`src/common/dsdec_pkg.sv`:
```
// data-space decoder constants: address map, widths, field positions
package dsdec_pkg;
  localparam int DATA_W = 8;
  localparam int ROM_AW = 13;
  localparam int PC_W = 12;
  localparam int STACK_DEPTH = 6;
  localparam int WIN_LSB_W = 6;
  localparam int PAGE_BITS_W = 7;
  localparam logic [7:0] WIN_LO = 8'h40;
  localparam logic [7:0] WIN_HI = 8'h7F;
  localparam logic [7:0] RAM_LO = 8'h84;
  localparam logic [7:0] RAM_HI = 8'hBF;
  localparam logic [7:0] PTR_ONE_ADDR = 8'h80;
  localparam logic [7:0] PTR_TWO_ADDR = 8'h81;
  localparam logic [7:0] SD_ONE_ADDR = 8'h82;
  localparam logic [7:0] SD_TWO_ADDR = 8'h83;
  localparam logic [7:0] PA_DATA_ADDR = 8'hC0;
  localparam logic [7:0] PB_DATA_ADDR = 8'hC1;
  localparam logic [7:0] PA_DIR_ADDR = 8'hC4;
  localparam logic [7:0] PB_DIR_ADDR = 8'hC5;
  localparam logic [7:0] INT_OPT_ADDR = 8'hC8;
  localparam logic [7:0] WIN_PAGE_ADDR = 8'hC9;
  localparam logic [7:0] PA_OPT_ADDR = 8'hCC;
  localparam logic [7:0] PB_OPT_ADDR = 8'hCD;
  localparam logic [7:0] CONV_RES_ADDR = 8'hD0;
  localparam logic [7:0] CONV_CTL_ADDR = 8'hD1;
  localparam logic [7:0] TMR_PSC_ADDR = 8'hD2;
  localparam logic [7:0] TMR_CNT_ADDR = 8'hD3;
  localparam logic [7:0] TMR_SC_ADDR = 8'hD4;
  localparam logic [7:0] WDG_ADDR = 8'hD8;
  localparam logic [7:0] ACC_ADDR = 8'hFF;
  localparam logic [7:0] READ_FILL = 8'hFF;
  localparam logic [11:0] PC_RESET = 12'h000;
  localparam int NUM_PERIPH = 14;
  typedef enum logic [1:0] {DSDEC_PC_HOLD, DSDEC_PC_LOAD, DSDEC_PC_INC} dsdec_pc_op_t;
  typedef enum logic [1:0] {DSDEC_STK_NONE, DSDEC_STK_PUSH, DSDEC_STK_POP} dsdec_stk_op_t;
endpackage

```
`src/logic/dsdec_top.sv`:
```
// data-space decoder: core registers, ram, rom window, peripheral selects, pc, stack
// Notes on behaviour
// - data addresses 40h..7Fh read program rom bytes, not ram
// - rom address is page register above low six data address bits
// - window moves only in whole 64-byte pages chosen by page register
// - window reads can reach rom 0000h..1FFFh, limited by rom fitted
// - page register at C9h is write-only; reads do not return it
// - page register is not touched by reset, so starts undefined
// - page bit 7 ignored; bits 6..0 form upper rom address
// - sixty bytes of general ram at 84h..BFh
// - both pointer registers are ordinary data locations at 80h and 81h
// - both short-direct registers are ordinary data locations at 82h and 83h
// - accumulator is an ordinary data location at FFh
// - program counter is twelve bits wide, 4096 bytes direct
// - six separate twelve-bit return-address stack registers
// - port data, direction and option registers decoded at their offsets
// - interrupt option register at C8h is write-only
// - blown protection fuse blocks all external rom readout
module dsdec_top #(
  parameter int ROM_AW = dsdec_pkg::ROM_AW,
  parameter int STACK_DEPTH = dsdec_pkg::STACK_DEPTH
) (
  // clock and reset
  input wire logic clk_sys_i,
  input wire logic reset_i,
  // core data-space bus
  input wire logic [7:0] core_addr_i,
  input wire logic [7:0] core_wdata_i,
  input wire logic core_rd_i,
  input wire logic core_wr_i,
  output logic [7:0] core_rdata_o,
  // program counter and stack control from the core sequencer
  input wire dsdec_pkg::dsdec_pc_op_t pc_op_i,
  input wire logic [11:0] pc_load_i,
  input wire dsdec_pkg::dsdec_stk_op_t stk_op_i,
  output logic [11:0] instruction_pointer_o,
  // program rom port (combinational address, data back in same cycle)
  output logic [ROM_AW-1:0] rom_addr_o,
  input wire logic [7:0] rom_data_i,
  // external readout request and fuse state
  input wire logic readout_prot_fuse_i,
  input wire logic ext_read_req_i,
  input wire logic [ROM_AW-1:0] ext_read_addr_i,
  output logic [7:0] ext_read_data_o,
  output logic ext_read_blocked_o,
  // peripheral register selects and data
  output logic [dsdec_pkg::NUM_PERIPH-1:0] periph_sel_o,
  output logic periph_wr_o,
  output logic periph_rd_o,
  output logic [7:0] periph_wdata_o,
  input wire logic [7:0] periph_rdata_i,
  output logic [6:0] window_page_bits_o
);

  ////////////////////////////////////////////////////////////////////////
  // address decode

  logic win_hit;
  logic ram_hit;
  logic wpage_hit;
  logic ptr1_hit;
  logic ptr2_hit;
  logic sd1_hit;
  logic sd2_hit;
  logic acc_hit;
  logic [dsdec_pkg::NUM_PERIPH-1:0] psel;
  logic periph_ro_blocked;

  assign win_hit = (core_addr_i >= dsdec_pkg::WIN_LO) && (core_addr_i <= dsdec_pkg::WIN_HI);
  assign ram_hit = (core_addr_i >= dsdec_pkg::RAM_LO) && (core_addr_i <= dsdec_pkg::RAM_HI);
  assign wpage_hit = core_addr_i == dsdec_pkg::WIN_PAGE_ADDR;
  assign ptr1_hit = core_addr_i == dsdec_pkg::PTR_ONE_ADDR;
  assign ptr2_hit = core_addr_i == dsdec_pkg::PTR_TWO_ADDR;
  assign sd1_hit = core_addr_i == dsdec_pkg::SD_ONE_ADDR;
  assign sd2_hit = core_addr_i == dsdec_pkg::SD_TWO_ADDR;
  assign acc_hit = core_addr_i == dsdec_pkg::ACC_ADDR;
  // holes match no decode and read as fill

  assign psel[0] = core_addr_i == dsdec_pkg::PA_DATA_ADDR;
  assign psel[1] = core_addr_i == dsdec_pkg::PB_DATA_ADDR;
  assign psel[2] = core_addr_i == dsdec_pkg::PA_DIR_ADDR;
  assign psel[3] = core_addr_i == dsdec_pkg::PB_DIR_ADDR;
  assign psel[4] = core_addr_i == dsdec_pkg::INT_OPT_ADDR;
  assign psel[5] = core_addr_i == dsdec_pkg::PA_OPT_ADDR;
  assign psel[6] = core_addr_i == dsdec_pkg::PB_OPT_ADDR;
  assign psel[7] = core_addr_i == dsdec_pkg::CONV_RES_ADDR;
  assign psel[8] = core_addr_i == dsdec_pkg::CONV_CTL_ADDR;
  assign psel[9] = core_addr_i == dsdec_pkg::TMR_PSC_ADDR;
  assign psel[10] = core_addr_i == dsdec_pkg::TMR_CNT_ADDR;
  assign psel[11] = core_addr_i == dsdec_pkg::TMR_SC_ADDR;
  assign psel[12] = core_addr_i == dsdec_pkg::WDG_ADDR;
  // spare select, kept low
  assign psel[13] = 1'b0;

  // interrupt option is write-only: no read strobe
  assign periph_ro_blocked = psel[4];
  assign periph_sel_o = psel;
  assign periph_wr_o = core_wr_i && (|psel);
  assign periph_rd_o = core_rd_i && (|psel) && !periph_ro_blocked;
  assign periph_wdata_o = core_wdata_i;

  ////////////////////////////////////////////////////////////////////////
  // core registers held in data space

  logic [7:0] ptr_one_ff;
  logic [7:0] ptr_two_ff;
  logic [7:0] sd_one_ff;
  logic [7:0] sd_two_ff;
  logic [7:0] acc_ff;

  always_ff @(posedge clk_sys_i)
  begin
    if (reset_i)
    begin
      ptr_one_ff <= 8'h00;
      ptr_two_ff <= 8'h00;
    end
    else if (core_wr_i)
    begin
      if (ptr1_hit)
        ptr_one_ff <= core_wdata_i;
      if (ptr2_hit)
        ptr_two_ff <= core_wdata_i;
    end
  end

  always_ff @(posedge clk_sys_i)
  begin
    if (reset_i)
    begin
      sd_one_ff <= 8'h00;
      sd_two_ff <= 8'h00;
    end
    else if (core_wr_i)
    begin
      if (sd1_hit)
        sd_one_ff <= core_wdata_i;
      if (sd2_hit)
        sd_two_ff <= core_wdata_i;
    end
  end

  // accumulator at top of data space
  always_ff @(posedge clk_sys_i)
  begin
    if (reset_i)
      acc_ff <= 8'h00;
    else if (core_wr_i && acc_hit)
      acc_ff <= core_wdata_i;
  end

  ////////////////////////////////////////////////////////////////////////
  // general ram

  localparam int RAM_WORDS = int'(dsdec_pkg::RAM_HI) - int'(dsdec_pkg::RAM_LO) + 1;
  logic [7:0] ram_ff [RAM_WORDS];
  logic [5:0] ram_idx;

  assign ram_idx = 6'(core_addr_i - dsdec_pkg::RAM_LO);

  // sixty-byte store, no reset so contents persist
  always_ff @(posedge clk_sys_i)
  begin
    if (core_wr_i && ram_hit)
      ram_ff[ram_idx] <= core_wdata_i;
  end

  ////////////////////////////////////////////////////////////////////////
  // rom window page

  logic [7:0] rom_window_page_ff;

  // no reset branch: value after reset is whatever was held
  // full-byte write only; the bit-op hazard is software's to avoid
  // a read-modify-write would see fill and corrupt the page
  always_ff @(posedge clk_sys_i)
  begin
    if (core_wr_i && wpage_hit)
      rom_window_page_ff <= core_wdata_i;
  end

  assign window_page_bits_o = rom_window_page_ff[6:0];

  ////////////////////////////////////////////////////////////////////////
  // rom address mux: core window read has priority over external readout

  logic [12:0] win_rom_addr;
  logic ext_blocked;
  logic win_rd;

  // page above low six address bits
  // thirteen-bit reach, truncated to rom fitted
  assign win_rom_addr = {rom_window_page_ff[6:0], core_addr_i[dsdec_pkg::WIN_LSB_W-1:0]};

  assign ext_blocked = readout_prot_fuse_i;

  // core window read owns the rom port this cycle
  assign win_rd = core_rd_i && win_hit;

  always_comb
  begin
    if (win_rd)
      rom_addr_o = ROM_AW'(win_rom_addr);
    else if (ext_read_req_i && !ext_blocked)
      rom_addr_o = ext_read_addr_i;
    else
      rom_addr_o = ROM_AW'(instruction_pointer_o);
  end

  logic [7:0] ext_data_ff;
  logic ext_blk_ff;

  always_ff @(posedge clk_sys_i)
  begin
    if (reset_i)
    begin
      ext_data_ff <= dsdec_pkg::READ_FILL;
      ext_blk_ff <= 1'b0;
    end
    else if (ext_read_req_i)
    begin
      ext_blk_ff <= ext_blocked;
      // a collision returns fill rather than the wrong byte
      if (ext_blocked || win_rd)
        ext_data_ff <= dsdec_pkg::READ_FILL;
      else
        ext_data_ff <= rom_data_i;
    end
  end

  assign ext_read_data_o = ext_data_ff;
  assign ext_read_blocked_o = ext_blk_ff;

  ////////////////////////////////////////////////////////////////////////
  // read data mux

  logic [7:0] nxt_rdata;
  logic [7:0] rdata_ff;

  always_comb
  begin
    nxt_rdata = dsdec_pkg::READ_FILL;
    if (win_hit)
      nxt_rdata = rom_data_i;
    else if (ram_hit)
      nxt_rdata = ram_ff[ram_idx];
    else if (ptr1_hit)
      nxt_rdata = ptr_one_ff;
    else if (ptr2_hit)
      nxt_rdata = ptr_two_ff;
    else if (sd1_hit)
      nxt_rdata = sd_one_ff;
    else if (sd2_hit)
      nxt_rdata = sd_two_ff;
    else if (acc_hit)
      nxt_rdata = acc_ff;
    else if ((|psel) && !periph_ro_blocked)
      nxt_rdata = periph_rdata_i;
    // page register and holes read as fill
  end

  // registered answer, one cycle after the read strobe
  // held between reads so the core may sample late
  always_ff @(posedge clk_sys_i)
  begin
    if (reset_i)
      rdata_ff <= 8'h00;
    else if (core_rd_i)
      rdata_ff <= nxt_rdata;
  end

  assign core_rdata_o = rdata_ff;

  ////////////////////////////////////////////////////////////////////////
  // program counter

  logic [11:0] pc_ff;
  logic [11:0] stk_ff [STACK_DEPTH];

  // twelve-bit counter wraps at 4096
  // pop outranks any pc op: a return reloads the pc
  always_ff @(posedge clk_sys_i)
  begin
    if (reset_i)
      pc_ff <= dsdec_pkg::PC_RESET;
    else if (stk_op_i == dsdec_pkg::DSDEC_STK_POP)
      pc_ff <= stk_ff[0];
    else
    begin
      case (pc_op_i)
        dsdec_pkg::DSDEC_PC_LOAD: pc_ff <= pc_load_i;
        dsdec_pkg::DSDEC_PC_INC: pc_ff <= pc_ff + 12'h001;
        default: pc_ff <= pc_ff;
      endcase
    end
  end

  assign instruction_pointer_o = pc_ff;

  ////////////////////////////////////////////////////////////////////////
  // return stack: shifts, deepest level lost on overflow

  // six levels apart from data ram
  always_ff @(posedge clk_sys_i)
  begin
    case (stk_op_i)
      dsdec_pkg::DSDEC_STK_PUSH:
      begin
        stk_ff[0] <= pc_ff;
        for (int i = 1; i < STACK_DEPTH; i++)
          stk_ff[i] <= stk_ff[i-1];
      end
      dsdec_pkg::DSDEC_STK_POP:
      begin
        // deepest level keeps its value on pop
        for (int i = 0; i < STACK_DEPTH - 1; i++)
          stk_ff[i] <= stk_ff[i+1];
      end
      default:
      begin
      end
    endcase
  end

endmodule

```
`config.mk`:
```
export PLATFORM = sky130hd
export DESIGN_NAME = dsdec_top
export DESIGN_NICKNAME = d
export VERILOG_FILES = /design/src/common/dsdec_pkg.sv /design/src/logic/dsdec_top.sv
export SDC_FILE = /design/constraint.sdc
export NUM_CORES = 1
export LEC_CHECK = 0
export ABC_AREA = 1
export BUFFER_PORTS_ARGS = -buffer_cell sky130_fd_sc_hd__buf_4
export CORE_ASPECT_RATIO = 1.25
export CORE_MARGIN = 5
export CORE_UTILIZATION = 39
export DETAILED_ROUTE_END_ITERATION = 10
export REMOVE_ABC_BUFFERS = 1
export SLEW_MARGIN = 20
export SYNTH_ARGS = -nofsm -noshare
export SYNTH_HDL_FRONTEND = slang
export SYNTH_SLANG_ARGS = --single-unit
export TNS_END_PERCENT = 50
```
`constraint.sdc`:
```
create_clock -name clk_sys_i -period 4.02 [get_ports clk_sys_i]
set_input_delay 0.804 -clock clk_sys_i [delete_from_list [all_inputs] [get_ports clk_sys_i]]
set_output_delay 0.804 -clock clk_sys_i [all_outputs]
set_load 0.1 [all_outputs]
```
==> impl_metrics.toml, run 1 <==
[die]
num_rows = 106
die_h_um = 299
fp.dieW_um = 241
num_io_pins = 140
core-area_um2 = 66600
die_area_um2 = 72200
initial_core_util = 0.392

[clocking]
clockBufferDepth = 3
clk_pin_slew_ns = 0.06
cts_hold_buf = 0
cts_buffers = 59
clockRootBuffer = "clkbuf_16"
cts_resized = 0
clock-sinks = 628
tritoncts = "yes"
cts_max_level = 2
postCtsSetupRepairBufs = 0
clock_latency_ns = 0.62

[sta]
setup_tns_ns = 0
max_freq_ghz = 0.299
slew_headroom = 0.275
finalSetupViolCount = 0
fin_crit_sh = 0.831
drv_slew = 0
fin_crit_ns = 3.34
rsz0062_at_grt = "no"
hold_violations = 0
skew_ns = 0.0178
worstMarginPinSlew_ns = 1.09

[global_routing]
antenna_found_initial = 0
overflow = 0
grt_pass1_vias = 18100
track_usage = 0.190
grt_max_degree = 121
grt_pass1_wl_um = 107000

[setup_path]
cp_slowest_cell = "buf_4"
cp_max_fo = 7
max_stage_delay_ns = 0.31
arrival_ns = 2.54
path_class = "in -> out"
end_kind = "output pin"
cp.required_ns = 3.22
crit_path_start_kind = "input pin"
path_cells = "buf_4 -> inv_1 -> ha_1 -> inv_1 -> nor2_1 -> inv_1 -> nor2_1 -> nor2_2 -> nand3_4 -> nand2_2 -> nor2_1 -> buf_4"

[synth]
synthTopCellsByArea = "edfxtp_1, nand2_1, dfxtp_1"
synth_top_family_by_area = "simple AND/OR/NAND/NOR gates"
synthesis.area_um2 = 26100
async_flop_share = 0
synth_top_area_frac = 0.643
yosys_warnings = 0
synth.most_common_cell = "nand2_1"
ys_seq_area_frac = 0.696
yosys.area_share.simple = 0.187
synth_top_area_cell = "edfxtp_1"
synth_common_cells = "nand2_1, edfxtp_1, nor2_1"
ys_ff_latch = 628
synthXorXnorAreaFrac = 0.00374
syn_area_per_cell_um2 = 11.1
synth-main-ff-cell = "edfxtp_1"
synth_compound_area_frac = 0.0641
synth_adder_area_share = 0.00383
ys_types = 45
synth.area.mux_share = 0
postSynthCellCount = 2345
synth-edff-count = 559

[power_and_ir_drop]
p_clk_frac = 0.387
p_leak_uw = 0.0111
seqPwrFrac = 0.515
p_per_area_nw_per_um2 = 471
ir_drop_uv = 398
p_switching_uw = 3520
p_comb_frac = 0.098
p_sw_frac = 0.247
p_int_uw = 10700

[detailed_routing]
totalWireLength_um = 70900
vias = 18000
drtAntennaViolNets = 0
dr.pass1.iters = 7
wl_per_cell_um = 20.7
vias_per_cell = 5.26
drc_errors = 0
drt_iter0_markers = 1448

[final_layout]
area_delta_synth_final_pct = 16.0
drive_gt1_frac = 0.145
final_cells = 3427
nNetsFinal = 2592
n_antenna_cell = 0

[place]
dp.cells = 3320
port_buffers = 138
place_congestion = 0.888
dp_hpwl_um = 44300

[outcome]
status = "complete, no violations"

[hold_path]
holdCritPathClass = "in -> reg"

[run]
drv_cap = 0
layer usage:
| metal | part of all wire | vias to the layer above | global-route usage |
|---|---|---|---|
| li1 | - | 8481 | - |
| met1 | 0.40 | 8840 | 0.239 |
| met2 | 0.51 | 574 | 0.337 |
| met3 | 0.052 | 142 | 0.0247 |
| met4 | 0.037 | 0 | 0.0687 |
| met5 | 0 | - | 0 |
cells by family (layout without fill, tap and decap cells):
kind of cell	Yosys count	in the layout
other	1	1
buffers and inverters	265	483
adder cells (fa/ha/maj)	8	8
AO/OA/AOI/OAI	289	289
AND/OR/NAND/NOR	1145	1145
XOR/XNOR	9	9
flip-flops	628	628
worst paths after layout:
kind,startpoint,slack (ns),to,depth (start not counted)
setup / recovery,core_addr_i[3],0.68,periph_rd_o,12
hold / removal,rom_data_i[7],0.42,ext_read_data_o[7],3
setup reg to reg,instruction_pointer_o[0],1.93,instruction_pointer_o[10],12
hold reg to reg,sd_one_ff[3],0.46,sd_one_ff[3],2
layout make-up:
class                   instances  area (um^2)
fillers                      6089        36300
repair buffers                232         1830
multi-input cells            1452         6760
well taps                     864         1080
inverters                     144          554
flip-flops and latches        628        18200
clock buffers                  76         1640
clock inverters                31          249
critical path: cells and delay by family:
family | cells | cell delay [ns]
and+or+nand+nor | 6 | 0.76
adders and majority gates | 1 | 0.20
buffers and inverters | 5 | 0.76
state kept, by name, summed over array words and instances (netlist names):
name,flops
acc_ff,8
core_rdata_o,8
ext_read_blocked_o,1
ext_read_data_o,8
instruction_pointer_o,12
ptr_one_ff,8
ptr_two_ff,8
ram_ff,480
rom_window_page_ff,7
sd_one_ff,8
sd_two_ff,8
stk_ff,72
placed cells by master, fill, tap and decap left out, drive strengths merged, types with 12 or more instances in the layout:
cell and n:
a21oi 136, a22oi 45, buf 232, clkbuf 76, clkinv 32, dfxtp 69, edfxtp 559, inv 139
nand2 732, nand3 108, nand4 105, nor2 189, o211ai 12, o21ai 64
stage by stage:
step / power (uW) / hold WS (ns) / cell area, um^2 / setup slack [ns] / utilization
floorplan: 8260 / 0.427 / 25500 / -1.37 / -
global placement: 8860 / 0.435 / 28400 / 0.679 / 0.426
detailed placement: 8880 / 0.437 / 28400 / 0.579 / 0.426
CTS: 14300 / 0.390 / 30300 / 0.699 / 0.455
global route: 14700 / 0.406 / 30300 / 0.579 / 0.455
finish: 14200 / 0.419 / 30300 / 0.678 / 0.455
power groups by stage:
stage | Sequential [uW] | Combinational (uW) | Clock [uW]
after floorplan | 7620 | 639 | 0
after global placement | 7480 | 1380 | 0
after detailed placement | 7480 | 1400 | 0
after CTS | 7340 | 1400 | 5600
after global routing | 7350 | 1500 | 5870
final | 7340 | 1400 | 5510
No activity file was read; power rests on OpenSTA's default activity.
==> inputs of run 2 (changes only) <==
clock period = 2.8 ns   (was 4.02 ns; I/O delays follow)
==> run 2 against run 1 <==
- non-clock buffer count rose by 71
- clock skew rose by 0.012 ns
- clock power rose by 51%
- global-route usage rose by 0.36 points
- core utilization rose by 1.2 points
- hold slack got worse by 0.23 ns
- routed wire length rose by 1.1%
- register-to-register slack got worse by 1.4 ns
- sequential power rose by 43%
- flip-flop and latch count did not move
- combinational power rose by 51%
- largest power group unchanged
- highest routed layer unchanged
==> impl_metrics.toml, run 2 (same netlist as run 1, synthesis figures left out) <==
[outcome]
status = "complete, no violations"

[final_layout]
n_antenna_cell = 0
utilization = 0.467
layout_common_cells = "nand2_1, edfxtp_1, buf_4, nor2_1, a21oi_1"
layout_commonest_cell = "nand2_1"
drive_gt1_frac = 0.172
largest_reg_flops = 480
final_cells = 3510
nNetsFinal = 2671
area_delta_synth_final_pct = 19.2
fillCellCount = 6073
top_register = "ram_ff"

[die]
core-area_um2 = 66600
die_h_um = 299
die_area_um2 = 72200
fp.dieW_um = 241
initial_core_util = 0.392
num_rows = 106
num_io_pins = 140

[power_and_ir_drop]
ir_drop_uv = 377
p_leak_uw = 0.0115
power_uw = 21000
p_per_area_nw_per_um2 = 675

[hold_path]
holdCritPathClass = "in -> reg"
hold_depth = 3
holdPathEnd = "ext_read_data_o[0]"
holdCritStartpoint = "rom_data_i[0]"

[setup_path]
crit_path_frequent_cell = "nor2_2"
max_stage_delay_ns = 0.24
r2r_start = "instruction_pointer_o[0]"
crit_path_start_kind = "input pin"
cp_max_fo = 4
worst-path-stages = 13
arrival_ns = 2.11
path_cells = "buf_4 -> inv_1 -> buf_4 -> ha_2 -> inv_1 -> nor2_2 -> inv_1 -> nor2_2 -> nor2_2 -> nand3_4 -> nand2_2 -> nor2_2 -> buf_6"
cp_slowest_cell = "buf_6"
critical_path_buf_inv_count = 6
crit_family = "buffers and inverters"
end_kind = "output pin"
reg2reg_to = "instruction_pointer_o[10]"
path_class = "in -> out"
cp.required_ns = 2.24
reg2reg_setup_slack_ns = 0.54
rr_worst_depth = 12

[global_routing]
grt_pass1_vias = 18600
antenna_found_initial = 0
overflow = 0
grt_pass1_wl_um = 109000
grt_max_degree = 68
track_usage = 0.194

[sta]
slew_headroom = 0.311
worstMarginPinSlew_ns = 1.03
fin_crit_ns = 2.67
hold_slack_ns = 0.192
finalSetupViolCount = 0
max_freq_ghz = 0.375
fin_crit_sh = 0.953
hold_violations = 0
drv_slew = 0
rsz0062_at_grt = "no"
setup_slack_ns = 0.131
skew_ns = 0.0301

[detailed_routing]
dr.pass1.iters = 6
wl_per_cell_um = 20.4
drc_errors = 0
vias = 18500
totalWireLength_um = 71700
drt_iter0_markers = 1518
vias_per_cell = 5.27
drtAntennaViolNets = 0

[place]
port_buffers = 138
pre_cts_slack_ns = -0.305
place_congestion = 0.896
dp_hpwl_um = 48000
dp.cells = 3390

[clocking]
clk_pin_slew_ns = 0.05
tritoncts = "yes"
clock_latency_ns = 0.61
clockBufferDepth = 3
clock-sinks = 628
cts_hold_buf = 0
cts_max_level = 3
clockRootBuffer = "clkbuf_16"
cts_buffers = 67

[run]
drv_cap = 0
## run 2: changes by cell type in the layout (fill, tap and decap cells not counted), sizes merged
cell / before / now
buf: 232 / 303
clkbuf: 76 / 84
clkinvlp: 0 / 3
inv: 139 / 142
bufinv: 4 / 2
## run 2: worst reg2reg max path, cell delays in order, from the launching register on
cell and delay, ns:
dfxtp_1 0.49, ha_1 0.26, nand3_1 0.11, nor2_1 0.16
nand2_1 0.10, nor2_1 0.12, nand2_1 0.08, nor2_1 0.16
nand2_1 0.10, xor2_1 0.15, o21ai_0 0.22, nand3_1 0.10
a21oi_1 0.13
## run 2: stage by stage
step / setup TNS [ns] / cell area, um^2
finish: 0 / 31100
CTS: 0 / 31100
global route: 0 / 31100
floorplan: -539.18 / 25500
global placement: -12.10 / 29000
detailed placement: -29.72 / 29000
## run 2: area by class of cell
cell class	count	area, um^2	area share
Multi-Input combinational cell	1452	6770	0.218
Inverter	144	554	0.0178
Sequential cell	628	18200	0.584
Tap cell	864	1080	0.0348
Clock buffer	84	1790	0.0576
Clock inverter	35	263	0.00845
Timing Repair Buffer	303	2480	0.0798
## run 2: worst max path at each step
stage | start | end | slack, ns
after detailed placement | core_addr_i[2] | ram_ff[49][7] | -0.31
after global placement | core_addr_i[2] | ram_ff[49][0] | -0.27
final | core_addr_i[3] | periph_rd_o | 0.13
after floorplan | core_addr_i[2] | periph_wr_o | -2.11
after global routing | core_addr_i[3] | periph_rd_o | 0.02
after CTS | core_addr_i[2] | periph_rd_o | 0.02
## run 2: power by group
| group | total, uW | switching, uW | internal [uW] |
|---|---|---|---|
| registers | 10500 | 114 | 10400 |
| clock network | 8340 | 3590 | 4750 |
| logic | 2110 | 1540 | 571 |
| total | 21000 | 5250 | 15800 |
## run 2: metal layers
metal	up-vias	wire (um)	GRT usage
met2	643	36300	0.339
met3	133	4270	0.0260
met1	9075	28800	0.245
li1	8648	-	-
met5	-	0	0
met4	0	2360	0.0740
## run 2: repair_timing
item                                    in CTS  in global routing
endpoints found under the setup margin       1                  2
gates resized for setup                      3                  3
buffers inserted                             0                  1
gates cloned                                 0                  0
pin swaps                                    0                  2
==> inputs of run 3 (changes only) <==
clock period = 2.19 ns   (was 2.8 ns; I/O delays follow)
==> run 3 against run 2 <==
- the run now ends with setup timing left
- count of clock-buffer cells in the layout is 1 higher
- die area stayed put
- final cell count is 3.0% higher
- cell area is 3.7% higher
- clock power is 19% higher
- sequential share of layout area is 2.0 points lower
- combinational power is 39% higher
- critical endpoint unchanged
==> impl_metrics.toml, run 3 (same netlist as run 1, synthesis figures left out) <==
[outcome]
status = "finished, violations left"
violations = "setup timing"

[die]
die_area_um2 = 72200
fp.dieW_um = 241
initial_core_util = 0.392
core-area_um2 = 66600
die_h_um = 299
num_rows = 106
num_io_pins = 140

[final_layout]
layout_common_cells = "nand2_1, edfxtp_1, buf_4, nor2_1, a21oi_1"
multi_input_area_um2 = 6930
nNetsFinal = 2778
top_register = "ram_ff"
layout_commonest_cell = "nand2_1"
drive_gt1_frac = 0.218
area_delta_synth_final_pct = 23.6
n_antenna_cell = 0
regArea_um2 = 18200
final_cells = 3617
largest_reg_flops = 480
utilization = 0.484
fillCellCount = 5967

[sta]
slew_headroom = 0.533
max_freq_ghz = 0.454
worstMarginPinSlew_ns = 0.698
hold_violations = 0
rsz0062_at_grt = "yes"
setup_slack_ns = -0.0104
drv_slew = 0
skew_ns = 0.0229
finalSetupViolCount = 1
fin_crit_sh = 1.00
fin_crit_ns = 2.20

[hold_path]
hold_depth = 3
holdCritStartpoint = "rom_data_i[3]"
holdPathEnd = "ext_read_data_o[3]"
holdCritPathClass = "in -> reg"

[place]
dp_hpwl_um = 48900
place_congestion = 0.906
dp.cells = 3500
port_buffers = 138
pre_cts_slack_ns = -0.473

[setup_path]
reg2reg_to = "instruction_pointer_o[10]"
reg2reg_setup_slack_ns = 0.27
cp_max_fo = 6
arrival_ns = 1.76
path_cells = "buf_4 -> inv_2 -> nand2_1 -> nor2_4 -> nand2_2 -> nand2_2 -> nor2_4 -> nand3_4 -> nand2_4 -> nor2_4 -> buf_12"
end_kind = "output pin"
rr_worst_depth = 12
cp.required_ns = 1.75
cp_slowest_cell = "nor2_4"
cp-startpoint = "core_addr_i[0]"
crit_path_frequent_cell = "nor2_4"
crit_path_start_kind = "input pin"
max_stage_delay_ns = 0.19
r2r_start = "instruction_pointer_o[1]"
path_class = "in -> out"

[global_routing]
grt_pass1_vias = 19000
grt_max_degree = 67
grt_pass1_wl_um = 112000
antenna_found_initial = 0
overflow = 0
track_usage = 0.198

[detailed_routing]
vias_per_cell = 5.19
drt_iter0_markers = 1570
drtAntennaViolNets = 0
vias = 18800
totalWireLength_um = 73200
drc_errors = 0
wl_per_cell_um = 20.2
dr.pass1.iters = 5

[clocking]
cts_buffers = 59
cts_max_level = 2
tritoncts = "yes"
clockRootBuffer = "clkbuf_16"
clock-sinks = 628
cts_hold_buf = 0
clk_pin_slew_ns = 0.06
clock_latency_ns = 0.62
clockBufferDepth = 3

[power_and_ir_drop]
p_per_area_nw_per_um2 = 817
p_comb_frac = 0.112
p_int_uw = 19800
p_sw_frac = 0.250
p_switching_uw = 6580
ir_drop_uv = 590
p_clk_frac = 0.377
p_leak_uw = 0.0121
seqPwrFrac = 0.511

[run]
drv_cap = 0
## run 3: power groups by stage
stage,combinational (uW),clock (uW),sequential [uW]
after CTS,2930,10200,13500
after detailed placement,2870,0,13700
after global placement,2850,0,13700
after floorplan,1170,0,14000
after global routing,3150,10700,13500
final,2940,9950,13500
## run 3: through the flow
| stage | TNS (ns) | instance area [um^2] | hold WS, ns | power [uW] |
|---|---|---|---|---|
| 3_3_place_gp | -128.15 | 30000 | 0.434 | 16600 |
| 2_1_floorplan | -831.01 | 25500 | 0.427 | 15200 |
| 6_report | -0.0104 | 32300 | 0.0402 | 26400 |
| 5_1_grt | -0.0438 | 32300 | 0.0257 | 27300 |
| 4_1_cts | -0.0108 | 32100 | 0.00436 | 26600 |
| 3_5_place_dp | -133.26 | 30000 | 0.439 | 16600 |
## run 3: cell type report
| class | instances | area share |
|---|---|---|
| inverter | 144 | 0.0176 |
| clock buffer | 85 | 0.0519 |
| sequential | 628 | 0.564 |
| tap | 864 | 0.0335 |
| timing repair buffer | 418 | 0.112 |
| multi-input combinational | 1452 | 0.215 |
| clock inverter | 26 | 0.00640 |
## run 3: routing by layer
| metal | track usage | share of wire | vias up |
|---|---|---|---|
| li1 | - | - | 8858 |
| met1 | 0.249 | 0.39 | 9158 |
| met2 | 0.358 | 0.52 | 623 |
| met3 | 0.0246 | 0.058 | 130 |
| met4 | 0.0579 | 0.030 | 0 |
| met5 | 0 | 0 | - |
## run 3: worst max path at each step
stage | end | slack (ns) | cells past startpoint
floorplan | periph_wr_o | -2.47 | 8
global placement | core_rdata_o[3] | -0.48 | 15
detailed placement | core_rdata_o[0] | -0.47 | 14
CTS | periph_rd_o | -0.01 | 12
global route | periph_rd_o | -0.04 | 10
finish | periph_rd_o | -0.01 | 11
## run 3: repair_timing
action                                 4_1_cts  5_1_grt
gates resized for setup                     56       34
endpoints found under the hold margin        0        0
buffers inserted                             2        5
pin swaps                                   10       11
setup endpoints to repair                   18       13
## run 3: worst max-delay path, delay by kind of cell
family	cells	cell delay, ns
buffers and inverters	3	0.43
and+or+nand+nor	8	0.88
